--- src/pidv_params.svh ---
// Offsets, field positions, reset values and codes of the paged id and vendor registers
// Notes on behaviour
// - Writing 1 into the page select field shows the identification page in the paged window.
// - The identification page reads a fixed compliance level of 01h at its first paged address.
// - A fixed 24-bit maker identifier is read most significant byte first from paged address 1010b.
// - A fixed 24-bit part code is read most significant byte first from 1101b; 1001b is reserved.
// - Writing 7 into the page select field shows the vendor-dependent page in the paged window.
// - With the null-packet bit set, requests are cleared only by a received packet over 8 bits.
// - With the null-packet bit clear, requests are cleared by any received packet except an ack.
// - The null-packet bit is read-write, 0 after hardware reset, and kept over a bus reset.
// - The 2-bit link rate field is read-write: 00 S100, 01 S200, 10 S400, 11 illegal.
// - The link rate field is copied into the speed field of the transmitted self-ID packet.
// - Toward peer PHYs the device always advertises S400 whatever the link rate field holds.
// - Hardware reset loads the link rate field with 10b and a bus reset leaves it alone.
// - The board straps three power class pins whose value is the default self-ID power class.
// - The straps are captured after each hardware reset and a later register 4 write replaces them.
// - Power class codes are 000 none, 001-011 self-powered, 100/110/111 bus-powered, 101 reserved.
`ifndef PIDV_PARAMS_SVH
`define PIDV_PARAMS_SVH

// Register indices, byte address is four times the index
`define PIDV_IDX_PWR          4'h4
`define PIDV_IDX_PAGE         4'h7
`define PIDV_IDX_COMPLIANCE   4'h8
`define PIDV_IDX_ID_RSVD      4'h9
`define PIDV_IDX_OUI_HI       4'hA
`define PIDV_IDX_OUI_MID      4'hB
`define PIDV_IDX_OUI_LO       4'hC
`define PIDV_IDX_PART_HI      4'hD
`define PIDV_IDX_PART_MID     4'hE
`define PIDV_IDX_PART_LO      4'hF
`define PIDV_IDX_NULL_RATE    4'h8

// Page codes
`define PIDV_PAGE_IDENT       3'h1
`define PIDV_PAGE_VENDOR      3'h7
`define PIDV_PAGE_LSB         5

// Field positions in the vendor-dependent control byte and in the power class register
`define PIDV_NPA_BIT          7
`define PIDV_PWR_LSB          0

// Fixed values and reset values
`define PIDV_COMPLIANCE_VAL   8'h01
`define PIDV_RATE_RST         2'h2
`define PIDV_RATE_ILLEGAL     2'h3
`define PIDV_NPA_RST          1'b0
`define PIDV_PEER_S400        2'h2
`define PIDV_ACK_BITS         16'h0008
`define PIDV_STRAP_CAP_CNT    2'h2

`endif

--- src/pidv_pkg.sv ---
// Types for the paged id and vendor register block
package pidv_pkg;

  typedef struct packed {
    logic        psel;
    logic        penable;
    logic        pwrite;
    logic [11:0] paddr;
    logic [31:0] pwdata;
  } pidv_apb_req_t;

  typedef struct packed {
    logic [1:0] link_sp;
    logic [2:0] pwr;
    logic [1:0] phy_sp;
  } pidv_selfid_t;

  typedef enum logic [1:0] {
    PIDV_CAP_WAIT = 2'b00,
    PIDV_CAP_DONE = 2'b01
  } pidv_cap_state_t;

endpackage

--- src/pidv_regs.sv ---
// Paged id and vendor registers with APB slave, strap capture and request clearing
`timescale 1ns/100ps
`include "pidv_params.svh"

module pidv_regs #(
  parameter logic [23:0] MAKER_OUI = 24'h00_0001, // Arbitrary value
  parameter logic [23:0] PART_CODE = 24'h00_0002  // Arbitrary value
) (
  input  wire logic                  clock,
  input  wire logic                  rst_n,
  input  wire pidv_pkg::pidv_apb_req_t apb_req,
  output logic                       pready,
  output logic [31:0]                prdata,
  output logic                       pslverr,
  input  wire logic [2:0]            power_category_straps,
  input  wire logic                  rx_pkt_end,
  input  wire logic [15:0]           rx_pkt_bits,
  output logic                       arb_req_clear,
  output pidv_pkg::pidv_selfid_t     selfid
);

  logic [2:0]                  page_r;
  logic                        npa_r;
  logic [1:0]                  rate_r;
  logic [2:0]                  pwr_r;
  logic [2:0]                  strap_s1_r;
  logic [2:0]                  strap_s2_r;
  logic [1:0]                  cap_cnt_r;
  pidv_pkg::pidv_cap_state_t   cap_st_r;
  logic                        pready_r;
  logic [31:0]                 prdata_r;
  logic                        pslverr_r;
  logic                        clr_r;
  pidv_pkg::pidv_selfid_t      selfid_r;
  logic                        acc;
  logic                        wr;
  logic [3:0]                  idx;
  logic                        aligned;
  logic [7:0]                  rd_byte;
  logic                        mapped;
  logic                        pwr_wr;

  assign acc     = apb_req.psel & apb_req.penable & ~pready_r;
  assign wr      = acc & apb_req.pwrite;
  assign idx     = apb_req.paddr[5:2];
  assign aligned = (apb_req.paddr[11:6] == 6'h00) && (apb_req.paddr[1:0] == 2'b00);
  assign pwr_wr  = wr && aligned && (idx == `PIDV_IDX_PWR);

  // Read mux and address decode
  always_comb begin
    rd_byte = 8'h00;
    mapped  = aligned;
    case (idx)
      `PIDV_IDX_PWR:  rd_byte = {5'h00, pwr_r};
      `PIDV_IDX_PAGE: rd_byte = {page_r, 5'h00};
      4'h8, 4'h9, 4'hA, 4'hB, 4'hC, 4'hD, 4'hE, 4'hF: begin
        if (page_r == `PIDV_PAGE_IDENT) begin
          case (idx)
            `PIDV_IDX_COMPLIANCE: rd_byte = `PIDV_COMPLIANCE_VAL;
            `PIDV_IDX_OUI_HI:     rd_byte = MAKER_OUI[23:16];
            `PIDV_IDX_OUI_MID:    rd_byte = MAKER_OUI[15:8];
            `PIDV_IDX_OUI_LO:     rd_byte = MAKER_OUI[7:0];
            `PIDV_IDX_PART_HI:    rd_byte = PART_CODE[23:16];
            `PIDV_IDX_PART_MID:   rd_byte = PART_CODE[15:8];
            `PIDV_IDX_PART_LO:    rd_byte = PART_CODE[7:0];
            default:              rd_byte = 8'h00;
          endcase
        end else if (page_r == `PIDV_PAGE_VENDOR) begin
          if (idx == `PIDV_IDX_NULL_RATE) begin
            rd_byte = {npa_r, 5'h00, rate_r};
          end else begin
            rd_byte = 8'h00;
          end
        end else begin
          rd_byte = 8'h00;
        end
      end
      default: mapped = 1'b0;
    endcase
  end

  // APB answer, one wait state
  always_ff @(posedge clock) begin
    if (!rst_n) begin
      pready_r  <= 1'b0;
      prdata_r  <= 32'h0000_0000;
      pslverr_r <= 1'b0;
    end else begin
      pready_r  <= acc;
      pslverr_r <= acc & ~mapped;
      if (acc && !apb_req.pwrite && mapped) begin
        prdata_r <= {24'h00_0000, rd_byte};
      end else begin
        prdata_r <= 32'h0000_0000;
      end
    end
  end

  // Page select
  always_ff @(posedge clock) begin
    if (!rst_n) begin
      page_r <= 3'h0;
    end else if (wr && aligned && idx == `PIDV_IDX_PAGE) begin
      page_r <= apb_req.pwdata[`PIDV_PAGE_LSB +: 3];
    end
  end

  // Vendor-dependent controls, only hardware reset touches them
  always_ff @(posedge clock) begin
    if (!rst_n) begin
      npa_r  <= `PIDV_NPA_RST;
      rate_r <= `PIDV_RATE_RST;
    end else if (wr && aligned && idx == `PIDV_IDX_NULL_RATE
                 && page_r == `PIDV_PAGE_VENDOR) begin
      npa_r <= apb_req.pwdata[`PIDV_NPA_BIT];
      if (apb_req.pwdata[1:0] != `PIDV_RATE_ILLEGAL) begin
        rate_r <= apb_req.pwdata[1:0];
      end
    end
  end

  // Strap synchroniser
  always_ff @(posedge clock) begin
    if (!rst_n) begin
      strap_s1_r <= 3'h0;
      strap_s2_r <= 3'h0;
    end else begin
      strap_s1_r <= power_category_straps;
      strap_s2_r <= strap_s1_r;
    end
  end

  // Strap capture after reset release
  always_ff @(posedge clock) begin
    if (!rst_n) begin
      cap_cnt_r <= 2'h0;
      cap_st_r  <= pidv_pkg::PIDV_CAP_WAIT;
    end else begin
      case (cap_st_r)
        pidv_pkg::PIDV_CAP_WAIT: begin
          if (cap_cnt_r == `PIDV_STRAP_CAP_CNT) begin
            cap_st_r <= pidv_pkg::PIDV_CAP_DONE;
          end else begin
            cap_cnt_r <= cap_cnt_r + 2'h1;
          end
        end
        pidv_pkg::PIDV_CAP_DONE: cap_st_r <= pidv_pkg::PIDV_CAP_DONE;
        default:                 cap_st_r <= pidv_pkg::PIDV_CAP_WAIT;
      endcase
    end
  end

  // Power class, register write wins over strap capture
  always_ff @(posedge clock) begin
    if (!rst_n) begin
      pwr_r <= 3'h0;
    end else if (pwr_wr) begin
      pwr_r <= apb_req.pwdata[`PIDV_PWR_LSB +: 3];
    end else if (cap_st_r == pidv_pkg::PIDV_CAP_WAIT && cap_cnt_r == `PIDV_STRAP_CAP_CNT) begin
      pwr_r <= strap_s2_r;
    end
  end

  // Arbitration request clearing
  always_ff @(posedge clock) begin
    if (!rst_n) begin
      clr_r <= 1'b0;
    end else if (rx_pkt_end) begin
      if (npa_r) begin
        clr_r <= (rx_pkt_bits > `PIDV_ACK_BITS);
      end else begin
        clr_r <= (rx_pkt_bits != `PIDV_ACK_BITS);
      end
    end else begin
      clr_r <= 1'b0;
    end
  end

  // Self-ID fields
  always_ff @(posedge clock) begin
    if (!rst_n) begin
      selfid_r <= '0;
    end else begin
      selfid_r.link_sp <= rate_r;
      selfid_r.pwr     <= pwr_r;
      selfid_r.phy_sp  <= `PIDV_PEER_S400;
    end
  end

  assign pready        = pready_r;
  assign prdata        = prdata_r;
  assign pslverr       = pslverr_r;
  assign arb_req_clear = clr_r;
  assign selfid        = selfid_r;

endmodule

--- config.mk ---
export PLATFORM = sky130hd
export DESIGN_NAME = pidv_regs
export DESIGN_NICKNAME = d
export VERILOG_FILES = /design/src/pidv_pkg.sv /design/src/pidv_regs.sv
export VERILOG_INCLUDE_DIRS = /design/src
export SDC_FILE = /design/constraint.sdc
export NUM_CORES = 1
export LEC_CHECK = 0
export BUFFER_PORTS_ARGS = -buffer_cell sky130_fd_sc_hd__buf_2
export CORE_MARGIN = 2
export CORE_UTILIZATION = 40
export CTS_BUF_LIST = sky130_fd_sc_hd__clkbuf_16
export CTS_CLUSTER_SIZE = 12
export DETAILED_ROUTE_END_ITERATION = 7
export HOLD_SLACK_MARGIN = 0.1
export PLACE_DENSITY = 0.8
export SLEW_MARGIN = 20
export SYNTH_ARGS = -nofsm -noshare
export SYNTH_HDL_FRONTEND = slang
export SYNTH_SLANG_ARGS = --single-unit
--- constraint.sdc ---
create_clock -name clock -period 1.73 [get_ports clock]
set_input_delay 0.173 -clock clock [delete_from_list [all_inputs] [get_ports clock]]
set_output_delay 0.173 -clock clock [all_outputs]
set_load 0.02 [all_outputs]
== Yosys cells after proc, flatten, opt, wreduce, memory -nomap -nowiden ==
Index checks and enable logic that the tools add are counted.

* Logic and storage cells: 75
* Register bits after elaboration: 61
* Output and inout bits: 42

* Reductions and logical operators: 21
* Eq/ne operators: 17
* Multiplexer cells: 12
* Bitwise gates (word level): 7
* $add $sub $neg: 1
* $lt $le $gt $ge: 1

{| class="wikitable"
|+ Operators with widths
! operator !! count
|-
| $eq A4 B4 Y1 const B || 8
|-
| $mux W8 || 3
|-
| $pmux W8 S3 || 1
|-
| $gt A16 B4 Y1 const B || 1
|-
| $ne A16 B4 Y1 const B || 1
|-
| $reduce_or A10 Y1 || 1
|-
| $logic_and A1 B1 Y1 || 9
|-
| $eq A4 B3 Y1 const B || 2
|-
| $pmux W2 S2 || 2
|-
| $reduce_and A2 Y1 || 4
|-
| $reduce_or A8 Y1 || 1
|-
| $logic_not A6 Y1 || 1
|-
| $mux W3 || 2
|-
| $and A1 B1 Y1 || 4
|-
| $logic_not A2 Y1 || 2
|-
| $mux W2 || 2
|-
| $ne A2 B2 Y1 const B || 2
|-
| $eq A3 B1 Y1 const B || 1
|-
| $eq A3 B3 Y1 const B || 1
|-
| $not A1 Y1 || 3
|-
| $add A2 B1 Y2 const B || 1
|-
| $eq A2 B1 Y1 const B || 1
|-
| $eq A2 B2 Y1 const B || 1
|-
| $mux W1 || 2
|-
| 3 further kinds || 3
|}

== Depth between registers and ports, before layout ==
Gate-level depths: netlist of run 1.

* Depth in word-level cells: 7
* Gate-level depth with buffers: 6

== Worst setup path before layout of run 1 ==
OpenSTA, ideal clock, no wires.

* Path type: register -> register
* From: register page_r[1]
* To: register rate_r[0]
* Cell stages (with the launch flop): 5
* Data arrival time: 1.407 ns
* Slack: 0.207 ns
* Clock period less this slack: 1.523 ns
* Library setup time: 0.116 ns
* Path through: dfxtp_1 -> nand4_1 -> or4_4 -> or3_4 -> o211a_1

* Cells in the longest elaborated chain, start to end: 3

{| class="wikitable"
|+ RTL lines
! element !! RTL line !! source
|-
| start, declared || pidv_regs.sv:22 || <nowiki>logic [2:0] page_r;</nowiki>
|-
| start signal, assigned || pidv_regs.sv:104 || <nowiki>page_r <= apb_req.pwdata[`PIDV_PAGE_LSB +: 3];</nowiki>
|-
| $eq A3 B3 Y1 (no source line) || n/a ||
|-
| $logic_and A1 B1 Y1 (no source line) || n/a ||
|-
| $reduce_and A2 Y1 (no source line) || n/a ||
|-
| end signal, assigned || pidv_regs.sv:112 || <nowiki>rate_r <= `PIDV_RATE_RST;</nowiki>
|-
| end signal, assigned || pidv_regs.sv:117 || <nowiki>rate_r <= apb_req.pwdata[1:0];</nowiki>
|-
| end, declared || pidv_regs.sv:24 || <nowiki>logic [1:0] rate_r;</nowiki>
|}

No other way between the ends.
A chain may end at the register's enable or synchronous reset.

== Worst setup path after layout of run 1 ==
* From: register page_r[2]
* To: register rate_r[0]

Same word-level chain as after synthesis.

==> results of run 1 <==
[cell type report]
| type | instances | area [um2] | share of cell area (%) |
|---|---|---|---|
| Clock buffer | 5 | 125 | 6.63 |
| Multi-Input combinational cell | 115 | 698 | 37.0 |
| Timing Repair Buffer | 62 | 323 | 17.1 |
| Clock inverter | 3 | 13.8 | 0.729 |
| Sequential cell | 33 | 661 | 35.0 |
| Inverter | 2 | 7.51 | 0.398 |
| Tap cell | 48 | 60.1 | 3.18 |
[kinds of logic after synthesis]
group	share of synthesized area, %
xor+xnor	1.17
flops	44.3
compound gates	10.1
buf+inv	15.5
fa+ha+maj	0.838
mux	2.01
simple gates	25.9
other cells	0.251
[metal layers]
| metal | global-route usage (%) | vias up | part of all wire (%) |
|---|---|---|---|
| met4 | 6.25 | 0 | 1.8 |
| met3 | 6.25 | 6 | 9.8 |
| met1 | 14.7 | 531 | 40 |
| met2 | 25.3 | 64 | 49 |
| met5 | 0 | - | 0 |
| li1 | - | 618 | - |
[metrics by stage]
stage | worst slack [ns] | instances
2_1_floorplan | 0.207 | 182
3_3_place_gp | 0.147 | 260
3_5_place_dp | 0.140 | 260
4_1_cts | 0.104 | 268
5_1_grt | 0.0570 | 268
6_report | 0.113 | 268
[power by group]
part,internal [mW],switching (mW),total (mW)
logic,0.120,0.170,0.289
registers,0.806,0.0163,0.822
clock network,0.520,0.295,0.815
[synthesized netlist by cell type (all sizes together)]
| cell type | count |
|---|---|
| nor4b | 2 |
| ha | 1 |
| dfxtp | 33 |
| a22oi | 3 |
| a21oi | 3 |
| and3 | 3 |
| a31oi | 1 |
| nor3 | 1 |
| xnor2 | 2 |
| nor2 | 6 |
| o21ai | 5 |
| mux2i | 3 |
| nand4b | 1 |
| nand4 | 3 |
| or4 | 2 |
| o211a | 5 |
| clkbuf | 3 |
| conb | 1 |
| nand2 | 12 |
| or3 | 2 |
| nand3b | 1 |
| nor2b | 3 |
| buf | 29 |
| inv | 2 |
| nand3 | 4 |
| o31ai | 2 |
| nor4 | 8 |
| and2 | 12 |
| o211ai | 1 |
| and4b | 2 |
[registers in the layout (all words and copies together), names as in the netlist]
name           count
prdata             6
pslverr            1
cap_st_r           1
strap_s1_r         3
npa_r              1
pready             1
rate_r             2
page_r             3
strap_s2_r         3
selfid             6
cap_cnt_r          2
pwr_r              3
arb_req_clear      1
[worst reg2reg max path, delay by kind of cell, from the launching register on]
kind            cells  cell delay [ns]
simple gates        3             0.97
flops               1             0.40
compound gates      1             0.13
[worst max-delay path by stage]
| stage | slack (ns) | to | cells after the start |
|---|---|---|---|
| floorplan | 0.21 | rate_r[0] | 4 |
| global placement | 0.15 | rate_r[0] | 4 |
| detailed placement | 0.14 | rate_r[0] | 4 |
| CTS | 0.10 | rate_r[0] | 4 |
| global route | 0.06 | rate_r[0] | 4 |
| finish | 0.11 | rate_r[0] | 4 |
==> metrics.csv, run 1 <==
stage,metric,value,unit
status,status,completed,
worst_setup_path,critical path class,reg2reg,
worst_setup_path,Crit path largest cell delay,0.46,ns
worst_setup_path,CP cell instances,nand4_1 > or4_4 > or3_4 > o211a_1,
placed_design,IO Port Bufs,57,
placed_design,dpl cell area,0.00175,mm2
route,Antenna Nets Post-Route,0,
global_routing,vias in the first global route,1066,
cells_and_area,layout cells sized above 1,35.5,%
worst_hold_path,HP Class,in2reg,
synthesis,Mapped Cells,156,
cts,Hold Buf Count CTS,0,
floorplan,DIE AREA,0.00424,mm2
worst_setup_path,crit end category,register,
worst_setup_path,worst-path maximum fanout,5,
worst_hold_path,Hold Startpoint,power_category_straps[2],
cells_and_area,P&R area growth vs syn,26.5,%
global_routing,pin count of the biggest net entering global routing,30,
global_routing,"Remaining Overflow, GRT",0,
route,# DRC,0,
cts,CTS tree,yes,
global_routing,total track usage,14.3,%
timing,Slew Limit Fails,0,
route,Initial DRC Count,51,
power_and_ir_drop,PD cells,1020,mW/mm2
timing,final hold viol count,0,
cells_and_area,"commonest non-fill, non-tap cells in the layout","57 x buf_2, 33 x dfxtp_1, 27 x conb_1",
cells_and_area,fin area,0.00189,mm2
synthesis,"Avg Cell Area, Syn",9.57,um2
worst_setup_path,CP Data Arrival Time,1.78,ns
floorplan,chip width,65.1,um
floorplan,Placement Rows,22,
floorplan,CORE AREA,0.00363,mm2
worst_setup_path,Crit Reg-Reg Startpoint,page_r[2],
timing,max_slew headroom,66.7,%
timing,Max Clk Rate,0.619,GHz
global_routing,first-pass GRT wire length,4480,um
synthesis,Post-Syn Area,0.00149,mm2
cts,Clock transition at path regs,0.05,ns
power_and_ir_drop,maximum vdd drop,409,uV
synthesis,"Seq/Total Area, Yosys",44.3,%
cts,root buffer cell,clkbuf_16,
cts,H-Tree Depth,2,
synthesis,largest cells by area after synthesis,"dfxtp_1 44%, buf_4 14%, and2_1 5.0%, o211a_1 3.4%, nand2_1 3.0%",
cts,clk sink count,33,
worst_setup_path,crit path launch type,register,
worst_setup_path,flop2flop setup slack,0.11,ns
timing,Fin Hold WS,0.101,ns
synthesis,Netlist cell types,36,
floorplan,Top Ports,111,
job,Max-Cap Viols,0,
timing,worst slew pin tran,0.495,ns
synthesis,largest area contributor in the netlist,dfxtp_1,
placed_design,dpl hpwl,2200,um
worst_hold_path,"Endpoint, Worst Hold",strap_s1_r[2],
floorplan,Die Span Y,65.1,um
route,WL final,2910,um
worst_setup_path,CP Launch Point,page_r[2],
worst_hold_path,worst hold path depth,2,
worst_setup_path,family with the most delay on the worst path,simple AND/OR/NAND/NOR gates,
worst_setup_path,Worst Path Required,1.89,ns
cells_and_area,"most common cell after layout, fill and taps aside",buf_2,
synthesis,"FF+latch count, synth",33,
cts,clk buf depth,2,
synthesis,Synth top area share,44.3,%
timing,"Setup violations, final",0,
cts,Num CTS Buffers,5,
placed_design,gpl congestion,0.801,
timing,setup tns final,0,ns
route,wire per inst,10.8,um
worst_setup_path,Critical-path top delay cell,or4_4,
cts,# Post-CTS Setup Buffers,0,
timing,RSZ-0062 raised after global routing,no,
worst_setup_path,R2R Path End,rate_r[0],
cells_and_area,Layout Utilization,52.0,%
worst_setup_path,Worst Path Buf+Inv,0,
cts,Resize count post-CTS,0,
route,TritonRoute pass-1 iters,4,
power_and_ir_drop,leak pwr,0.940,nW
global_routing,initial antenna violation count,0,
timing,Tmin final,1.62,ns
synthesis,Synthesis Warnings,0,
route,via-per-instance ratio,4.55,
cells_and_area,Fill cells,349,
worst_setup_path,Register-to-Register Path Depth,4,
route,total number of vias,1219,
cells_and_area,Final #Nets,289,
power_and_ir_drop,Pwr Total,1.93,mW
cells_and_area,number of diodes,0,
timing,Final period util,93.4,%
cts,clock insertion delay at the later pin of the skew report,0.27,ns
timing,Setup Skew,0.00382,ns
floorplan,Starting Density,41.1,%
Power figures use the tool's default switching activity.
==> inputs of run 2 (changes only) <==
--- a/config.mk
+++ b/config.mk
@@ -6,7 +6,7 @@
 export SDC_FILE = /design/constraint.sdc
 export NUM_CORES = 1
 export LEC_CHECK = 0
-export BUFFER_PORTS_ARGS = -buffer_cell sky130_fd_sc_hd__buf_2
+export BUFFER_PORTS_ARGS = -buffer_cell sky130_fd_sc_hd__clkbuf_2
 export CORE_MARGIN = 2
 export CORE_UTILIZATION = 40
 export CTS_BUF_LIST = sky130_fd_sc_hd__clkbuf_16
==> run 2 against run 1 <==
  * Final cell count up 0.37%
  * Worst hold slack gained 0.0062 ns
  * Setup slack better by 0.0093 ns
  * Non-clock buffer count increased by 1
  * Global-route usage fell by 0.37 points
  * Sequential share of layout area fell by 0.68 points
  * Count of clock-buffer cells in the layout unchanged
  * Sequential cell count is the same
  * Critical endpoint unchanged
  * Highest routed layer unchanged
==> metrics.csv, run 2 (synthesized netlist as in run 1, its figures left out) <==
stage,metric,value,unit,change
worst_setup_path,CP Data Arrival Time,1.78,ns,about the same
worst_setup_path,worst-path maximum fanout,5,,unchanged
placed_design,gpl congestion,0.801,,about the same
worst_setup_path,Critical-path top delay cell,or4_4,,
cells_and_area,fin cells,269,,+0.37%
worst_setup_path,critical path class,reg2reg,,
cells_and_area,fin area,0.00193,mm2,+2.0%
worst_setup_path,Crit path largest cell delay,0.46,ns,about the same
route,WL final,2840,um,-2.1%
cts,# Post-CTS Setup Buffers,0,,unchanged
floorplan,chip width,65.1,um,unchanged
floorplan,Die Span Y,65.1,um,unchanged
worst_setup_path,crit path launch type,register,,
route,wire per inst,10.6,um,-2.5%
power_and_ir_drop,PD cells,1080,mW/mm2,+6.0%
route,via-per-instance ratio,4.61,,+1.4%
global_routing,layer with the highest usage,met2,,
cts,Clock transition at path regs,0.05,ns,about the same
placed_design,# placed instances,260,,unchanged
worst_setup_path,flop2flop setup slack,0.12,ns,about the same
worst_setup_path,Worst Path Buf+Inv,0,,unchanged
route,TritonRoute pass-1 iters,4,,unchanged
timing,PnR worst setup slack,0.123,ns,+0.00935 ns
cts,Resize count post-CTS,0,,unchanged
worst_hold_path,Hold Startpoint,power_category_straps[0],,
floorplan,Starting Density,41.1,%,unchanged
route,Initial DRC Count,25,,-51%
worst_setup_path,Worst Path Required,1.90,ns,about the same
cells_and_area,"commonest non-fill, non-tap cells in the layout","57 x clkbuf_2, 33 x dfxtp_1, 27 x conb_1",,
timing,"Setup violations, final",0,,unchanged
cts,clk sink count,33,,unchanged
cells_and_area,P&R area growth vs syn,29.0,%,
power_and_ir_drop,leak pwr,0.945,nW,+0.56%
timing,final hold viol count,0,,unchanged
placed_design,dpl hpwl,2210,um,+0.51%
worst_setup_path,R2R Path End,rate_r[0],,
route,total number of vias,1241,,+1.8%
cts,clock insertion delay at the later pin of the skew report,0.27,ns,about the same
power_and_ir_drop,maximum vdd drop,513,uV,+25%
timing,RSZ-0062 raised after global routing,no,,
placed_design,IO Port Bufs,57,,unchanged
global_routing,total track usage,14.0,%,-0.37 points
worst_hold_path,worst hold path depth,2,,unchanged
route,# DRC,0,,unchanged
cts,Num CTS Buffers,5,,unchanged
timing,Final period util,92.9,%,-0.54 points
worst_setup_path,CP cell instances,nand4_1 > or4_4 > or3_4 > o211a_1,,
timing,Tmin final,1.61,ns,-0.00935 ns
global_routing,pin count of the biggest net entering global routing,30,,unchanged
placed_design,Setup WS pre-CTS,0.128,ns,-0.0120 ns
worst_setup_path,Register-to-Register Path Depth,4,,unchanged
cts,clk buf depth,2,,unchanged
global_routing,GR Layer Usage met3,4.51,%,-1.7 points
placed_design,dpl cell area,0.00175,mm2,unchanged
worst_setup_path,Crit Reg-Reg Startpoint,page_r[2],,
cells_and_area,Final #Nets,290,,+0.35%
timing,Max Clk Rate,0.622,GHz,+0.58%
global_routing,"Remaining Overflow, GRT",0,,unchanged
timing,setup tns final,0,ns,unchanged
timing,Slew Limit Fails,0,,unchanged
floorplan,CORE AREA,0.00363,mm2,unchanged
worst_hold_path,HP Class,in2reg,,
floorplan,Placement Rows,22,,unchanged
timing,Setup Skew,0.00193,ns,-0.00189 ns
global_routing,first-pass GRT wire length,4410,um,-1.5%
status,status,completed,,
floorplan,DIE AREA,0.00424,mm2,unchanged
worst_setup_path,crit end category,register,,
global_routing,initial antenna violation count,0,,unchanged
floorplan,Top Ports,111,,unchanged
global_routing,met1 Use GR,13.5,%,-1.2 points
cells_and_area,"most common cell after layout, fill and taps aside",clkbuf_2,,
global_routing,routing usage on met2,25.9,%,+0.64 points
cts,H-Tree Depth,2,,unchanged
cts,CTS tree,yes,,
cells_and_area,number of diodes,0,,unchanged
cts,root buffer cell,clkbuf_16,,
global_routing,vias in the first global route,1066,,unchanged
job,Max-Cap Viols,0,,unchanged
cells_and_area,Layout Utilization,53.0,%,+1.0 points
worst_hold_path,"Endpoint, Worst Hold",strap_s1_r[0],,
cts,Hold Buf Count CTS,1,,+1
route,Antenna Nets Post-Route,0,,unchanged
cells_and_area,layout cells sized above 1,35.3,%,-0.16 points
worst_setup_path,family with the most delay on the worst path,simple AND/OR/NAND/NOR gates,,
==> run 2: cell count changes in the layout (fill, tap and decap cells not counted) <==
cell,delta
buf_2,-57
bufinv_16,+1
clkbuf_2,+57
clkinv_1,+1
clkinv_2,-2
clkinvlp_4,+1
dlygate4sd3_1,+1
inv_1,-1
==> run 2: worst max path at each step <==
stage	startpoint	to	slack, ns	cells after the start
floorplan	page_r[1]	rate_r[0]	0.21	4
global placement	page_r[2]	rate_r[0]	0.15	4
detailed placement	page_r[2]	rate_r[0]	0.13	4
CTS	page_r[2]	rate_r[0]	0.11	4
global route	page_r[2]	rate_r[0]	0.03	4
finish	page_r[2]	rate_r[0]	0.12	4
==> run 2: final cells by class <==
type / instances / area [um2]
fill: 353 / 1710
multi-input combinational: 115 / 698
sequential: 33 / 661
timing repair buffer: 63 / 333
clock buffer: 5 / 125
tap: 48 / 60.1
clock inverter: 3 / 41.3
inverter: 2 / 7.51
==> run 2: routing by layer <==
metal | part of all wire [%] | wire length [um]
met1 | 39 | 1110
met2 | 49 | 1400
met3 | 9.9 | 281
met4 | 1.9 | 54
met5 | 0 | 0
==> run 2: power breakdown <==
group / switching, mW / internal [mW]
clock: 0.300 / 0.672
sequential: 0.0157 / 0.806
combinational: 0.168 / 0.121
total: 0.484 / 1.60
==> run 2: through the flow <==
step                      power, mW  hold slack [ns]
after floorplan                1.09            0.201
after global placement         1.11            0.382
after detailed placement       1.13            0.387
after CTS                      2.11            0.106
after global routing           2.18            0.123
final                          2.08            0.107
